--- config.mk ---
export PLATFORM = sky130hd
export DESIGN_NAME = epw_output_stage
export DESIGN_NICKNAME = d
export VERILOG_FILES = /design/src/hdl/epw_pkg.sv /design/src/hdl/epw_deadband.sv /design/src/hdl/epw_output_stage.sv
export SDC_FILE = /design/constraint.sdc
export NUM_CORES = 1
export LEC_CHECK = 0
export BUFFER_PORTS_ARGS = -buffer_cell sky130_fd_sc_hd__buf_2
export CORE_MARGIN = 2
export CORE_UTILIZATION = 48
export CTS_CLUSTER_SIZE = 16
export DETAILED_ROUTE_END_ITERATION = 12
export PLACE_DENSITY = 0.87
export SLEW_MARGIN = 20
export SYNTH_ARGS = -nofsm -noshare
export SYNTH_HDL_FRONTEND = slang
export SYNTH_SLANG_ARGS = --single-unit
--- constraint.sdc ---
create_clock -name aclk -period 1.78 [get_ports aclk]
set_input_delay 0.089 -clock aclk [delete_from_list [all_inputs] [get_ports aclk]]
set_output_delay 0.089 -clock aclk [all_outputs]
set_load 0.01 [all_outputs]
--- src/hdl/epw_pkg.sv ---
package epw_pkg;

    // ------------------------------------------------------------
    // Register map
    // ------------------------------------------------------------
    localparam int          ADDR_W          = 8;
    localparam logic [7:0]  OFS_CONFIG      = 8'h00;
    localparam logic [7:0]  OFS_SHUTDOWN    = 8'h04;
    localparam logic [7:0]  OFS_DEADBAND    = 8'h08;
    localparam logic [7:0]  OFS_STEERING    = 8'h0c;
    localparam logic [7:0]  OFS_STATUS      = 8'h10;

    // ------------------------------------------------------------
    // Field positions
    // ------------------------------------------------------------
    localparam int          CFG_SEL_LSB     = 6;
    localparam int          MODE_LSB        = 0;
    localparam int          SD_STATUS_BIT   = 7;
    localparam int          SD_SRC_LSB      = 4;
    localparam int          SAFE_A_LSB      = 2;
    localparam int          SAFE_B_LSB      = 0;
    localparam int          RESTART_BIT     = 7;
    localparam int          DB_COUNT_LSB    = 0;
    localparam int          STEER_SYNC_BIT  = 4;
    localparam int          STEER_B_BIT     = 1;
    localparam int          STEER_A_BIT     = 0;
    localparam int          SRC_CMP_BIT     = 0;
    localparam int          SRC_PIN_BIT     = 2;

    // ------------------------------------------------------------
    // Codes and reset values
    // ------------------------------------------------------------
    localparam logic [1:0]  MODE_PWM        = 2'h3;
    localparam logic [1:0]  CFG_SINGLE      = 2'h0;
    localparam logic [1:0]  CFG_HALF        = 2'h2;
    localparam logic [7:0]  RST_CONFIG      = 8'h00;
    localparam logic [7:0]  RST_SHUTDOWN    = 8'h00;
    localparam logic [7:0]  RST_DEADBAND    = 8'h00;
    localparam logic [7:0]  RST_STEERING    = 8'h01;
    localparam logic [1:0]  RESP_OKAY       = 2'h0;
    localparam logic [1:0]  RESP_SLVERR     = 2'h2;

    typedef enum logic [2:0] {
        EPW_OFF  = 3'b001,
        EPW_WAIT = 3'b010,
        EPW_RUN  = 3'b100
    } epw_run_t;

    typedef struct packed {
        logic [6:0] cnt;
        logic       req_d;
        logic       act;
    } epw_db_t;

    typedef struct packed {
        logic              awready;
        logic              wready;
        logic              aw_hold;
        logic              w_hold;
        logic [ADDR_W-1:0] aw_addr;
        logic [7:0]        w_data;
        logic              w_lane0;
        logic              bvalid;
        logic [1:0]        bresp;
        logic              arready;
        logic              rvalid;
        logic [1:0]        rresp;
        logic [7:0]        rdata;
        logic [7:0]        config_r;
        logic [7:0]        shutdown_r;
        logic [7:0]        deadband_r;
        logic [7:0]        steering_r;
        logic [1:0]        steer_eff;
        logic              pin_s1;
        logic              pin_s2;
        logic              cmp_s1;
        logic              cmp_s2;
        epw_run_t          run;
        logic              out_a;
        logic              oe_a;
        logic              out_b;
        logic              oe_b;
    } epw_state_t;

endpackage

--- src/hdl/epw_deadband.sv ---
`timescale 1ns/10ps
`default_nettype none

// Delays each rising request by a programmed number of cycles; falls pass at once.
module epw_deadband (
    input  wire logic       aclk,
    input  wire logic       aresetn,
    input  wire logic       req,
    input  wire logic [6:0] delay,
    output logic            act
);

    epw_pkg::epw_db_t s_reg;
    epw_pkg::epw_db_t s_next;

    always_comb begin
        s_next       = s_reg;
        s_next.req_d = req;
        if (!req) begin
            s_next.cnt = 7'h00;
            s_next.act = 1'b0;
        end else if (!s_reg.req_d) begin
            s_next.cnt = delay;
            s_next.act = (delay == 7'h00);
        end else if (s_reg.cnt != 7'h00) begin
            s_next.cnt = s_reg.cnt - 7'h01;
            s_next.act = (s_reg.cnt == 7'h01);
        end
    end

    always_ff @(posedge aclk) begin
        if (!aresetn) begin
            s_reg <= '0;
        end else begin
            s_reg <= s_next;
        end
    end

    assign act = s_reg.act;
endmodule

`default_nettype wire

--- src/hdl/epw_output_stage.sv ---
// Our own choices: the register addresses and the AXI4-Lite register port.
`timescale 1ns/10ps
`default_nettype none

module epw_output_stage (
    input  wire logic        aclk,
    input  wire logic        aresetn,
    input  wire logic [7:0]  s_axi_awaddr,
    input  wire logic        s_axi_awvalid,
    output logic             s_axi_awready,
    input  wire logic [31:0] s_axi_wdata,
    input  wire logic [3:0]  s_axi_wstrb,
    input  wire logic        s_axi_wvalid,
    output logic             s_axi_wready,
    output logic [1:0]       s_axi_bresp,
    output logic             s_axi_bvalid,
    input  wire logic        s_axi_bready,
    input  wire logic [7:0]  s_axi_araddr,
    input  wire logic        s_axi_arvalid,
    output logic             s_axi_arready,
    output logic [31:0]      s_axi_rdata,
    output logic [1:0]       s_axi_rresp,
    output logic             s_axi_rvalid,
    input  wire logic        s_axi_rready,
    input  wire logic        pwm_raw,
    input  wire logic        period_start,
    input  wire logic        ext_int_pin,
    input  wire logic        comparator_one,
    output logic             pwm_out_primary,
    output logic             pwm_out_primary_oe,
    output logic             pwm_out_secondary,
    output logic             pwm_out_secondary_oe
);

    epw_pkg::epw_state_t s_reg;
    epw_pkg::epw_state_t s_next;

    logic       act_a;
    logic       act_b;
    logic [3:0] unit_mode_sel;
    logic [1:0] output_config_sel;
    logic [2:0] shutdown_source_sel;
    logic [1:0] safe_state_pair_a;
    logic [1:0] safe_state_pair_b;
    logic       shutdown_status;
    logic       auto_restart_en;
    logic [6:0] deadband_count;
    logic       steer_sync_sel;
    logic       half_mode;
    logic       single_mode;
    logic       unit_en;
    logic       use_a;
    logic       use_b;
    logic       sd_cond;
    logic       req_b;
    logic [6:0] delay_cyc;

    // ------------------------------------------------------------
    // Field views
    // ------------------------------------------------------------
    assign unit_mode_sel       = s_reg.config_r[epw_pkg::MODE_LSB +: 4];
    assign output_config_sel   = s_reg.config_r[epw_pkg::CFG_SEL_LSB +: 2];
    assign shutdown_status     = s_reg.shutdown_r[epw_pkg::SD_STATUS_BIT];
    assign shutdown_source_sel = s_reg.shutdown_r[epw_pkg::SD_SRC_LSB +: 3];
    assign safe_state_pair_a   = s_reg.shutdown_r[epw_pkg::SAFE_A_LSB +: 2];
    assign safe_state_pair_b   = s_reg.shutdown_r[epw_pkg::SAFE_B_LSB +: 2];
    assign auto_restart_en     = s_reg.deadband_r[epw_pkg::RESTART_BIT];
    assign deadband_count      = s_reg.deadband_r[epw_pkg::DB_COUNT_LSB +: 7];
    assign steer_sync_sel      = s_reg.steering_r[epw_pkg::STEER_SYNC_BIT];

    // Reserved configuration codes leave both pins undriven.
    assign half_mode   = (output_config_sel == epw_pkg::CFG_HALF);
    assign single_mode = (output_config_sel == epw_pkg::CFG_SINGLE);
    assign unit_en     = (unit_mode_sel[3:2] == epw_pkg::MODE_PWM) && (half_mode || single_mode);
    assign use_a       = unit_en && (half_mode || s_reg.steer_eff[0]);
    assign use_b       = unit_en && (half_mode || s_reg.steer_eff[1]);

    // The level is read after the synchroniser, so a trigger reaches the pins in four cycles.
    assign sd_cond = (shutdown_source_sel[epw_pkg::SRC_PIN_BIT] && !s_reg.pin_s2)
                  || (shutdown_source_sel[epw_pkg::SRC_CMP_BIT] && s_reg.cmp_s2);

    // One clock is one instruction cycle, so the count is used as is in half-bridge mode; single output gets no dead band.
    assign req_b     = half_mode ? !pwm_raw : pwm_raw;
    assign delay_cyc = half_mode ? deadband_count : 7'h00;

    // ------------------------------------------------------------
    // Dead-band counters, one per output
    // ------------------------------------------------------------
    epw_deadband u_db_a (
        .aclk    (aclk),
        .aresetn (aresetn),
        .req     (pwm_raw),
        .delay   (delay_cyc),
        .act     (act_a)
    );

    epw_deadband u_db_b (
        .aclk    (aclk),
        .aresetn (aresetn),
        .req     (req_b),
        .delay   (delay_cyc),
        .act     (act_b)
    );

    // ------------------------------------------------------------
    // Next state
    // ------------------------------------------------------------
    always_comb begin
        logic       do_write;
        logic       sd_next;
        logic       run_on;
        logic [7:0] wd;
        do_write = 1'b0;
        sd_next  = 1'b0;
        run_on   = 1'b0;
        wd       = 8'h00;
        s_next   = s_reg;

        s_next.pin_s1 = ext_int_pin;
        s_next.pin_s2 = s_reg.pin_s1;
        s_next.cmp_s1 = comparator_one;
        s_next.cmp_s2 = s_reg.cmp_s1;

        // Write channel: address and data are taken in either order.
        if (s_axi_awvalid && s_reg.awready) begin
            s_next.aw_hold = 1'b1;
            s_next.aw_addr = s_axi_awaddr;
            s_next.awready = 1'b0;
        end
        if (s_axi_wvalid && s_reg.wready) begin
            s_next.w_hold  = 1'b1;
            s_next.w_data  = s_axi_wdata[7:0];
            s_next.w_lane0 = s_axi_wstrb[0];
            s_next.wready  = 1'b0;
        end
        if (s_reg.aw_hold && s_reg.w_hold && !s_reg.bvalid) begin
            do_write       = s_reg.w_lane0;
            wd             = s_reg.w_data;
            s_next.aw_hold = 1'b0;
            s_next.w_hold  = 1'b0;
            s_next.bvalid  = 1'b1;
            s_next.bresp   = epw_pkg::RESP_OKAY;
            if (s_reg.aw_addr != epw_pkg::OFS_CONFIG && s_reg.aw_addr != epw_pkg::OFS_SHUTDOWN
                && s_reg.aw_addr != epw_pkg::OFS_DEADBAND
                && s_reg.aw_addr != epw_pkg::OFS_STEERING
                && s_reg.aw_addr != epw_pkg::OFS_STATUS) begin
                s_next.bresp = epw_pkg::RESP_SLVERR;
            end
        end
        if (s_reg.bvalid && s_axi_bready) begin
            s_next.bvalid  = 1'b0;
            s_next.awready = 1'b1;
            s_next.wready  = 1'b1;
        end

        // Shutdown status: auto clear, then firmware, then the live condition, which wins.
        sd_next = shutdown_status;
        if (auto_restart_en && !sd_cond) begin
            sd_next = 1'b0;
        end
        if (do_write) begin
            if (s_reg.aw_addr == epw_pkg::OFS_CONFIG) begin
                s_next.config_r = wd;
            end else if (s_reg.aw_addr == epw_pkg::OFS_SHUTDOWN) begin
                s_next.shutdown_r = wd;
                if (sd_cond) begin
                    sd_next = 1'b1;
                end else begin
                    sd_next = wd[epw_pkg::SD_STATUS_BIT];
                end
            end else if (s_reg.aw_addr == epw_pkg::OFS_DEADBAND) begin
                s_next.deadband_r = wd;
            end else if (s_reg.aw_addr == epw_pkg::OFS_STEERING) begin
                s_next.steering_r = wd & 8'h13;
            end
        end
        if (sd_cond) begin
            sd_next = 1'b1;
        end
        s_next.shutdown_r[epw_pkg::SD_STATUS_BIT] = sd_next;

        // Steering takes effect at once or at the next period start.
        if (!steer_sync_sel || period_start) begin
            s_next.steer_eff = {s_reg.steering_r[epw_pkg::STEER_B_BIT],
                                s_reg.steering_r[epw_pkg::STEER_A_BIT]};
        end

        // Output only starts on a period boundary, never mid-cycle.
        case (s_reg.run)
            epw_pkg::EPW_OFF: begin
                if (unit_en) begin
                    s_next.run = epw_pkg::EPW_WAIT;
                end
            end
            epw_pkg::EPW_WAIT: begin
                if (!unit_en) begin
                    s_next.run = epw_pkg::EPW_OFF;
                end else if (period_start && !shutdown_status) begin
                    s_next.run = epw_pkg::EPW_RUN;
                end
            end
            epw_pkg::EPW_RUN: begin
                if (!unit_en) begin
                    s_next.run = epw_pkg::EPW_OFF;
                end else if (shutdown_status) begin
                    s_next.run = epw_pkg::EPW_WAIT;
                end
            end
            default: begin
                s_next.run = epw_pkg::EPW_OFF;
            end
        endcase
        run_on = (s_reg.run == epw_pkg::EPW_RUN) && !shutdown_status;

        // Pins: safe state during shutdown, else the polarised waveform.
        s_next.oe_a = use_a;
        s_next.oe_b = use_b;
        s_next.out_a = (run_on && act_a) ^ unit_mode_sel[1];
        s_next.out_b = (run_on && act_b) ^ unit_mode_sel[0];
        if (shutdown_status && use_a) begin
            s_next.out_a = safe_state_pair_a[0];
            s_next.oe_a  = !safe_state_pair_a[1];
        end
        if (shutdown_status && use_b) begin
            s_next.out_b = safe_state_pair_b[0];
            s_next.oe_b  = !safe_state_pair_b[1];
        end

        // Read channel.
        if (s_axi_arvalid && s_reg.arready) begin
            s_next.arready = 1'b0;
            s_next.rvalid  = 1'b1;
            s_next.rresp   = epw_pkg::RESP_OKAY;
            if (s_axi_araddr == epw_pkg::OFS_CONFIG) begin
                s_next.rdata = s_reg.config_r;
            end else if (s_axi_araddr == epw_pkg::OFS_SHUTDOWN) begin
                s_next.rdata = s_reg.shutdown_r;
            end else if (s_axi_araddr == epw_pkg::OFS_DEADBAND) begin
                s_next.rdata = s_reg.deadband_r;
            end else if (s_axi_araddr == epw_pkg::OFS_STEERING) begin
                s_next.rdata = s_reg.steering_r;
            end else if (s_axi_araddr == epw_pkg::OFS_STATUS) begin
                s_next.rdata = {2'h0, s_reg.oe_b, s_reg.oe_a, s_reg.out_b, s_reg.out_a,
                                run_on, sd_cond};
            end else begin
                s_next.rdata = 8'h00;
                s_next.rresp = epw_pkg::RESP_SLVERR;
            end
        end
        if (s_reg.rvalid && s_axi_rready) begin
            s_next.rvalid  = 1'b0;
            s_next.arready = 1'b1;
        end
    end

    always_ff @(posedge aclk) begin
        if (!aresetn) begin
            s_reg            <= '0;
            s_reg.awready    <= 1'b1;
            s_reg.wready     <= 1'b1;
            s_reg.arready    <= 1'b1;
            s_reg.config_r   <= epw_pkg::RST_CONFIG;
            s_reg.shutdown_r <= epw_pkg::RST_SHUTDOWN;
            s_reg.deadband_r <= epw_pkg::RST_DEADBAND;
            s_reg.steering_r <= epw_pkg::RST_STEERING;
            s_reg.steer_eff  <= 2'h1;
            s_reg.pin_s1     <= 1'b1;
            s_reg.pin_s2     <= 1'b1;
            s_reg.run        <= epw_pkg::EPW_OFF;
        end else begin
            s_reg <= s_next;
        end
    end

    assign s_axi_awready        = s_reg.awready;
    assign s_axi_wready         = s_reg.wready;
    assign s_axi_bvalid         = s_reg.bvalid;
    assign s_axi_bresp          = s_reg.bresp;
    assign s_axi_arready        = s_reg.arready;
    assign s_axi_rvalid         = s_reg.rvalid;
    assign s_axi_rresp          = s_reg.rresp;
    assign s_axi_rdata          = {24'h000000, s_reg.rdata};
    assign pwm_out_primary      = s_reg.out_a;
    assign pwm_out_primary_oe   = s_reg.oe_a;
    assign pwm_out_secondary    = s_reg.out_b;
    assign pwm_out_secondary_oe = s_reg.oe_b;

    // ------------------------------------------------------------
    // Checks
    // ------------------------------------------------------------
    logic run_on_chk;
    logic do_wr_chk;
    assign run_on_chk = (s_reg.run == epw_pkg::EPW_RUN) && !shutdown_status;
    assign do_wr_chk  = s_reg.aw_hold && s_reg.w_hold && !s_reg.bvalid;
endmodule

`default_nettype wire

Word level (Yosys, flattened, before mapping)
Index checks and enable logic that the tools add are counted.
- eq/ne operators: 23
- mux-type cells: 36
- reductions and logical operators: 53
- bitwise logic cells: 6
- add/subtract/negate cells: 2
- operators with widths (cell ; number):
    2-to-1 mux 7 bit ; 5
    equality test 8 x 4 -> 1 bit (second input constant) ; 4
    2-to-1 mux 8 bit ; 4
    logical AND 1 bit ; 23
    equality test 8 x 3 -> 1 bit (second input constant) ; 2
    logical NOT 8 bit ; 2
    2-to-1 mux 2 bit ; 8
    != test 8 x 4 -> 1 bit (second input constant) ; 2
    2-to-1 mux 3 bit ; 5
    equality test 7 x 1 -> 1 bit (second input constant) ; 2
    nonzero test 7 bit ; 2
    subtractor 7 x 1 -> 7 bit (second input constant) ; 2
    2-to-1 mux 6 bit ; 2
    2-to-1 mux 1 bit ; 11
    case mux 3 bit (3 select lines) ; 1
    equality test 8 x 5 -> 1 bit (second input constant) ; 1
    logical NOT 1 bit ; 8
    != test 8 x 3 -> 1 bit (second input constant) ; 1
    != test 8 x 5 -> 1 bit (second input constant) ; 1
    nonzero test 8 bit ; 1
    logical NOT 7 bit ; 1
    != test 2 bit (second input constant) ; 3
    != test 3 bit (second input constant) ; 2
    AND reduction 2 bit ; 3
    12 further kinds ; 24
- output and inout bits: 45
- bits of input ports: 63
- word-level logic and storage cells: 154
- bits in registers: 94

Logic depth before layout (Yosys ltp)
Gate-level depths: netlist of run 1.
- depth after elaboration: 10
- mapped depth: 6
- gate-level depth less buffers: 6

Hierarchy
From an unflattened synthesis of run 1, not the netlist that was laid out.
- cell total of the unflattened synthesis: 524
- area total of the unflattened synthesis: 4623.2 um^2
- by module, submodules not included (module ; seq. area each (um^2) ; cells each ; area each (um^2) ; times used):
    epw_output_stage ; 1481.4 ; 414 ; 3634.7 ; 1
    epw_deadband ; 180.2 ; 55 ; 494.2 ; 2

Worst setup path before layout of run 1
No wires, ideal clock.
- path type: register -> register
- start: register s_reg[70] in the netlist's numbering
- end: register s_reg (netlist bit output_config_sel[0])
- cell stages (with the launch flop): 6
- arrival time: 1742 ps
- setup time: 128 ps
- required time: 1652 ps
- buffers on the path: 1
- period minus slack after synthesis: 1870 ps
- setup slack: -90 ps
- path through: dfxtp_1 -> or4_4 -> buf_6 -> nor4_4 -> mux2i_1 -> nor2_1
- longest elaborated chain between the ends: 2
- ends and longest elaborated chain (what ; line ; RTL):
    start, declared ; epw_output_stage.sv:35 ; epw_pkg::epw_state_t s_reg;
    start signal, assigned ; epw_output_stage.sv:271 ; s_reg <= s_next;
    logical NOT 8 bit ; epw_output_stage.sv:162 ; if (s_reg.aw_addr == epw_pkg::OFS_CONFIG) begin
    AND reduction 2 bit (no line) ; n/a ;
Every way passes these cells.
A chain may end at the register's enable or synchronous reset.

Worst setup path after layout of run 1
- start: register s_reg[75] in the netlist's numbering
- end: register s_reg[14] in the netlist's numbering
- longest elaborated chain between the ends: 3
- elaborated cells between the ends (all ways): 8
- classes of those cells: eq/ne: 3; bitwise: 3; reduce/logical: 2
- ends and longest elaborated chain (what ; line ; RTL):
    equality test 8 x 4 -> 1 bit, or another cell as far along ; epw_output_stage.sv:171 ; end else if (s_reg.aw_addr == epw_pkg::OFS_DEADBAND) begin
    inverter 1 bit (no line) ; n/a ;
    AND reduction 5 bit (no line) (*) ; n/a ;
Every way passes the cells marked *; elsewhere a longest branch is shown, timed or not.

==> summary.txt, run 1 <==
Pwr
  • Worst ir drop on vdd: 0.369 mV
  • PwrDens: 784 nW/um^2
  • Total power: 4.12 mW
  • Leakage: 2.12 nW

Status
  • Failing checks: setup timing
  • Status: finished, violations left

Routing
  • Drt via density: 5.52
  • Initial DRT Pass Iterations: 5
  • Iteration-0 DRC Markers: 191
  • Routed WL: 10600 um
  • DR WL/cell: 15.0 um
  • # DRC: 0
  • Vias: 3917
  • Final ANT Viol Nets: 0

Global routing
  • GRT Total Usage: 21.3%
  • Grt ovf: 0
  • Vias in the first global route: 3802
  • First-pass GRT wire length: 17300 um
  • Largest net degree at the start of global routing: 54
  • Initial antenna violation count: 0

Logic synthesis
  • Post-synth ARST share: 0%
  • Seq/Total Area, Yosys: 41.5%
  • Post-Synth XOR/XNOR Area: 1.97%
  • Mapped Area: 4440 um^2
  • Post-synthesis mux area share: 7.55%
  • Syn Area/Cell: 8.63 um^2
  • Synth Flop Type: dfxtp_1
  • Largest family of logic cells by synthesized area: simple AND/OR/NAND/NOR gates
  • Mapped Cells: 515
  • Number of enable flip-flop cells after synthesis: 0
  • Adder-cell area share of the yosys netlist: 1.69%
  • Synth cell types: 55
  • Simple-gate share of the synthesized area: 23.2%
  • Synth Register Bits: 92
  • Ys Warns: 0
  • Post-synthesis compound-gate area fraction: 14.9%

Min path
  • Min-delay worst type: input pin to register

Flow run
  • Total of max-cap violations: 0

Cells and area
  • Layout cell share with drive strength beyond 1: 18.2%
  • Fillers: 785
  • Final core area utilization: 57.7%
  • Final Instance Area: 5250 um^2
  • Layout area overhead: 18.2%
  • Layout Nets: 663
  • Largest register FFs: 43
  • Ant. Diodes: 0

Floorplanning
  • Rows: 35
  • DIE HEIGHT: 100 um
  • # IOs: 108
  • Initial Util: 48.8%
  • Die area: 10000 um^2
  • Core area: 9110 um^2
  • Die width: 100 um

Timing
  • Slew Viols, Final: 0
  • Final hold vios: 0
  • RSZ-0062 raised after global routing: yes
  • Skew final: 0.0111 ns
  • Hold_ws: 0.0476 ns
  • Fin crit share: 103%
  • Final setup violation count: 13
  • Worst-margin pin slew: 0.590 ns
  • Max Freq: 544 MHz
  • PnR worst setup slack: -0.0579 ns
  • Worst slew margin: 60.3%
  • Final min period: 1.84 ns

Place
  • Port bufs: 54
  • Half-perimeter wire length after placement: 7420 um
  • GPL Wtd Cong: 0.944
  • Area of placed instances: 4770 um^2

Worst setup path
  • CP Max Fanout: 5
  • Crit Path Category: register to register
  • Worst Setup End Kind: register
  • CP Cell Sequence: or4_4, buf_4, nor4_4, buf_4, mux2i_1, nor2_1
  • Startpoint types: register
  • Most frequent cell on the critical path: buf_4
  • Crit path DAT: 2.05 ns
  • Data required, critical path: 2.00 ns
  • CP max-delay cell: or4_4
  • CP max stage delay: 0.57 ns

Clocking
  • Clock Pin Slew Worst Setup and Hold Paths: 0.09 ns
  • Root buf cell: clkbuf_8
  • Clk sinks: 92
  • Clock Latency Late Sink: 0.35 ns
  • CTS tree: done
  • Num CTS Buffers: 9
  • Htree depth: 3
  • Clk buf depth: 2
==> cell families (layout without fill, tap and decap cells) <==
| logic type | Yosys count | after routing |
|---|---|---|
| AND/OR/NAND/NOR | 197 | 197 |
| XOR/XNOR | 10 | 10 |
| other | 1 | 26 |
| buffers and inverters | 70 | 128 |
| adder cells (fa/ha/maj) | 6 | 6 |
| flip-flops | 92 | 92 |
| AO/OA/AOI/OAI | 106 | 106 |
| multiplexers | 33 | 33 |
==> layout by cell type (no fill, tap or decap), types with 12 or more instances in the layout <==
master / count
buf_4: 21
nor2_1: 43
conb_1: 26
nand2_1: 67
and2_1: 12
dfxtp_1: 91
o21ai_0: 17
mux2i_1: 28
a21oi_1: 44
dlygate4sd3_1: 23
nand3_1: 13
buf_2: 54
==> through the flow <==
stage | std cells | setup slack [ns] | setup TNS [ns]
3_3_place_gp | 671 | -0.00611 | -0.00611
2_1_floorplan | 540 | -0.0169 | -0.135
5_1_grt | 709 | -0.129 | -2.01
6_report | 709 | -0.0579 | -0.238
3_5_place_dp | 671 | -0.0621 | -0.223
4_1_cts | 709 | -0.0447 | -0.342
==> worst paths after layout <==
check | from | endpoint | slack [ns] | cells past startpoint
max | s_reg[75]$_SDFFE_PN0P_ | s_reg[14]$_SDFFE_PN0P_ | -0.06 | 6
min | s_axi_arvalid | s_axi_arready$_SDFFE_PP1P_ | 0.05 | 3
max reg2reg | s_reg[75]$_SDFFE_PN0P_ | s_reg[14]$_SDFFE_PN0P_ | -0.06 | 6
min reg2reg | s_next[9]$_SDFF_PN1_ | s_reg[9]$_SDFF_PN1_ | 0.43 | 1
==> critical path, delay by kind of cell, from the launching register on <==
family,cells,cell delay (ns)
flops,1,0.32
simple gates,3,0.83
buf+inv,2,0.36
mux,1,0.20
==> report_power, final <==
group	total, mW	internal, mW	switching, mW
combinational	0.442	0.200	0.242
clock	1.51	0.786	0.722
sequential	2.17	2.11	0.0542
==> routing by layer <==
metal  track usage (%)  part of all wire (%)
met1              25.1                    42
met2              37.5                    50
met3              3.97                   6.1
met4              10.0                   2.6
met5                 0                     0
==> timing repair <==
action,in CTS,in global routing
gates resized for setup,4,3
setup endpoints to repair,23,27
hold buffers,23,0
setup buffers,0,0
pin swaps,0,1
hold endpoints to repair,22,0
==> area by class of cell <==
type                       count  area [um^2]  area share (%)
clock buffer                   9          124            2.36
clock inverter                 6         90.1            1.72
inverter                      12         45.0           0.858
multi-input combinational    378         2320            44.2
sequential                    92         1840            35.1
tap                          111          139            2.64
timing repair buffer         101          692            13.2
==> cells in the mapped netlist, drive strengths merged (2+ instances only) <==
master / instances / share of area [%]
a21boi: 3 / 0.51
a2111oi: 2 / 0.39
buf: 38 / 6.4
a22o: 6 / 1.2
dfxtp: 92 / 41
or4bb: 2 / 0.51
a21oi: 44 / 5.0
a22oi: 3 / 0.51
inv: 12 / 1.0
nand3: 13 / 1.5
nor3: 6 / 0.68
nor3b: 3 / 0.51
and2: 12 / 1.7
nand3b: 5 / 0.84
nor2: 43 / 3.6
mux2: 4 / 1.0
nand2: 67 / 5.7
o211ai: 2 / 0.34
o21ai: 17 / 1.9
clkbuf: 20 / 1.7
nor4: 7 / 1.8
nand2b: 11 / 1.5
nor2b: 7 / 0.99
nand4b: 3 / 0.59
xnor2: 3 / 0.59
o2bb2ai: 3 / 0.59
or2: 2 / 0.28
mux2i: 29 / 6.5
or4: 7 / 1.3
xor2: 7 / 1.4
ha: 6 / 1.7
a211oi: 9 / 1.5
a31oi: 3 / 0.42
o31ai: 6 / 1.0
and3b: 4 / 0.79
No activity file was read; power rests on OpenSTA's default activity.
==> run 2: changes to the inputs <==
SKIP_CTS_REPAIR_TIMING = 1   (was unset)
==> run 2 against run 1 <==
The flow finishes with violations (hold timing, setup timing). First-iteration DRC count up 18%. Wire length fell by 1.2%. Final cell count decreased by 0.85%. Hold slack worse by 0.064 ns. Clock skew increased by 0.0032 ns. Count of clock-buffer cells in the layout did not move. Power fell by 0.12%. Combinational power down 2%. Global-route usage down 0.94 points. Sequential share of layout area increased by 0.30 points. Critical path depth unchanged. Sequential power is essentially flat. Critical path type unchanged.
==> summary.txt, run 2 (synthesized netlist as in run 1, its figures left out) <==
Flow run
  • Total of max-cap violations: 0 (unchanged)

Min path
  • Min-delay worst type: input pin to register
  • Hold path start: s_axi_awaddr[5]
  • Hold path cells: 3 (unchanged)

Timing
  • Slew Viols, Final: 0 (unchanged)
  • Final hold vios: 3 (+3)
  • Worst slew margin: 59.0% (-1.2 points)
  • Worst-margin pin slew: 0.608 ns (+0.0182 ns)
  • PnR worst setup slack: -0.105 ns (-0.0470 ns)
  • Hold_ws: -0.0160 ns (-0.0636 ns)
  • Final setup violation count: 12 (-1)
  • Fin crit share: 106% (+2.6 points)
  • Max Freq: 531 MHz (-2.5%)
  • Final min period: 1.88 ns (+0.0470 ns)
  • Skew final: 0.0143 ns (+0.00322 ns)
  • RSZ-0062 raised after global routing: yes

Routing
  • # DRC: 0 (unchanged)
  • Final ANT Viol Nets: 0 (unchanged)
  • Initial DRT Pass Iterations: 5 (unchanged)
  • Iteration-0 DRC Markers: 225 (+18%)
  • Vias: 3872 (-1.1%)
  • DR WL/cell: 14.9 um (-0.36%)
  • Drt via density: 5.51 (-0.31%)
  • Routed WL: 10500 um (-1.2%)

Place
  • Placed cells: 671 (unchanged)
  • Port bufs: 54 (unchanged)
  • Half-perimeter wire length after placement: 7420 um (unchanged)
  • GPL Wtd Cong: 0.944 (unchanged)
  • Setup WS pre-CTS: -0.0621 ns (unchanged)

Clocking
  • Root buf cell: clkbuf_8
  • Num CTS Buffers: 9 (unchanged)
  • Clk buf depth: 2 (unchanged)
  • Clk sinks: 92 (unchanged)
  • CTS tree: done
  • Htree depth: 3 (unchanged)
  • Clock Latency Late Sink: 0.35 ns (about the same)
  • Clock Pin Slew Worst Setup and Hold Paths: 0.10 ns (about the same)

Pwr
  • Combinational Power Share: 10.5% (-0.2 points)
  • Clk pwr share: 36.7% (about the same)
  • Sequential share of power: 52.7% (about the same)
  • Worst ir drop on vdd: 0.376 mV (+2.0%)
  • Leakage: 2.11 nW (-0.67%)
  • Internal: 3.09 mW (-0.25%)
  • Switching power share of the total: 24.8% (+0.095 points)
  • PwrDens: 789 nW/um^2 (+0.67%)
  • Psw: 1.02 mW (+0.26%)
  • Total power: 4.11 mW (-0.12%)

Worst setup path
  • Data required, critical path: 2.00 ns (about the same)
  • R2r setup slk: -0.10 ns (-0.05 ns)
  • Startpoint types: register
  • Crit path launch: s_reg[75]$_SDFFE_PN0P_
  • Crit Path Category: register to register
  • Reg2Reg Depth: 6 (unchanged)
  • Crit path DAT: 2.10 ns (+0.05 ns)
  • CP Max Fanout: 5 (unchanged)
  • Reg-to-Reg Start: s_reg[75]$_SDFFE_PN0P_
  • Worst Setup End Kind: register

Floorplanning
  • # IOs: 108 (unchanged)
  • DIE HEIGHT: 100 um (unchanged)
  • Die width: 100 um (unchanged)
  • Core area: 9110 um^2 (unchanged)
  • Initial Util: 48.8% (unchanged)
  • Die area: 10000 um^2 (unchanged)
  • Rows: 35 (unchanged)

Cells and area
  • Non-Filler Instances: 703 (-0.85%)
  • Layout Nets: 657 (-0.90%)
  • Layout cell share with drive strength beyond 1: 19.4% (+1.2 points)
  • Ant. Diodes: 0 (unchanged)
  • Layout area overhead: 17.3%
  • Largest register FFs: 43 (unchanged)
  • Fillers: 785 (unchanged)
  • Most frequent cells in the layout: dfxtp_1, nand2_1, buf_2
  • Commonest non-fill, non-tap cell in the layout: dfxtp_1

Global routing
  • Grt ovf: 0 (unchanged)
  • Largest net degree at the start of global routing: 54 (unchanged)
  • GRT Total Usage: 20.4% (-0.94 points)
  • Initial antenna violation count: 0 (unchanged)
  • Vias in the first global route: 3637 (-4.3%)
  • First-pass GRT wire length: 16600 um (-4.2%)

Status
  • Status: finished, violations left
  • Failing checks: hold timing, setup timing
[run 2: changes by cell type in the layout (fill, tap and decap cells not counted)]
| cell | delta |
|---|---|
| mux2i_2 | +2 |
| dfxtp_2 | +1 |
| mux2i_1 | -1 |
| or4bb_4 | +2 |
| buf_6 | +3 |
| dlygate4sd3_1 | -8 |
| nor4_2 | -1 |
| or4bb_1 | -2 |
| nor4_4 | +1 |
| dfxtp_1 | -1 |
| buf_4 | -1 |
| mux2i_4 | -1 |
[run 2: worst paths after layout]
path	end
min	s_reg[74]$_SDFFE_PN0P_
min reg2reg	s_reg[9]$_SDFF_PN1_
max reg2reg	s_reg[14]$_SDFFE_PN0P_
max	s_reg[14]$_SDFFE_PN0P_
[run 2: metrics by stage]
stage                     area [um^2]  setup TNS [ns]  util [%]
after floorplan                  4550          -0.135         -
after global placement           4770        -0.00611      52.4
after detailed placement         4770          -0.223      52.4
after CTS                        4990          -0.639      54.8
after global routing             5210           -2.07      57.2
final                            5210          -0.520      57.2
[run 2: worst max-delay path, stage by stage (launching register included)]
cell	delay, ns
dfxtp_1	0.32
or4_4	0.59
buf_4	0.19
nor4_4	0.21
buf_4	0.18
mux2i_1	0.19
nor2_1	0.06
[run 2: area by class of cell]
type | instances | area (um^2) | share of cell area (%)
inverters | 12 | 45.0 | 0.864
repair buffers | 95 | 638 | 12.2
flip-flops and latches | 92 | 1840 | 35.4
multi-input cells | 378 | 2330 | 44.7
clock buffers | 9 | 124 | 2.38
well taps | 111 | 139 | 2.67
clock inverters | 6 | 90.1 | 1.73
[run 2: power groups by stage]
stage	combinational, mW	sequential [mW]	clock (mW)
2_1_floorplan	0.319	2.20	0
3_3_place_gp	0.377	2.21	0
3_5_place_dp	0.391	2.21	0
4_1_cts	0.395	2.17	1.53
5_1_grt	0.481	2.18	1.61
6_report	0.434	2.17	1.51
[run 2: routing by layer]
metal	global-route usage, %	part of all wire (%)	up-vias
met5	0	0	-
met4	9.59	2.3	0
met3	3.83	6.3	27
met2	34.6	50	150
li1	-	-	1881
met1	25.0	42	1814
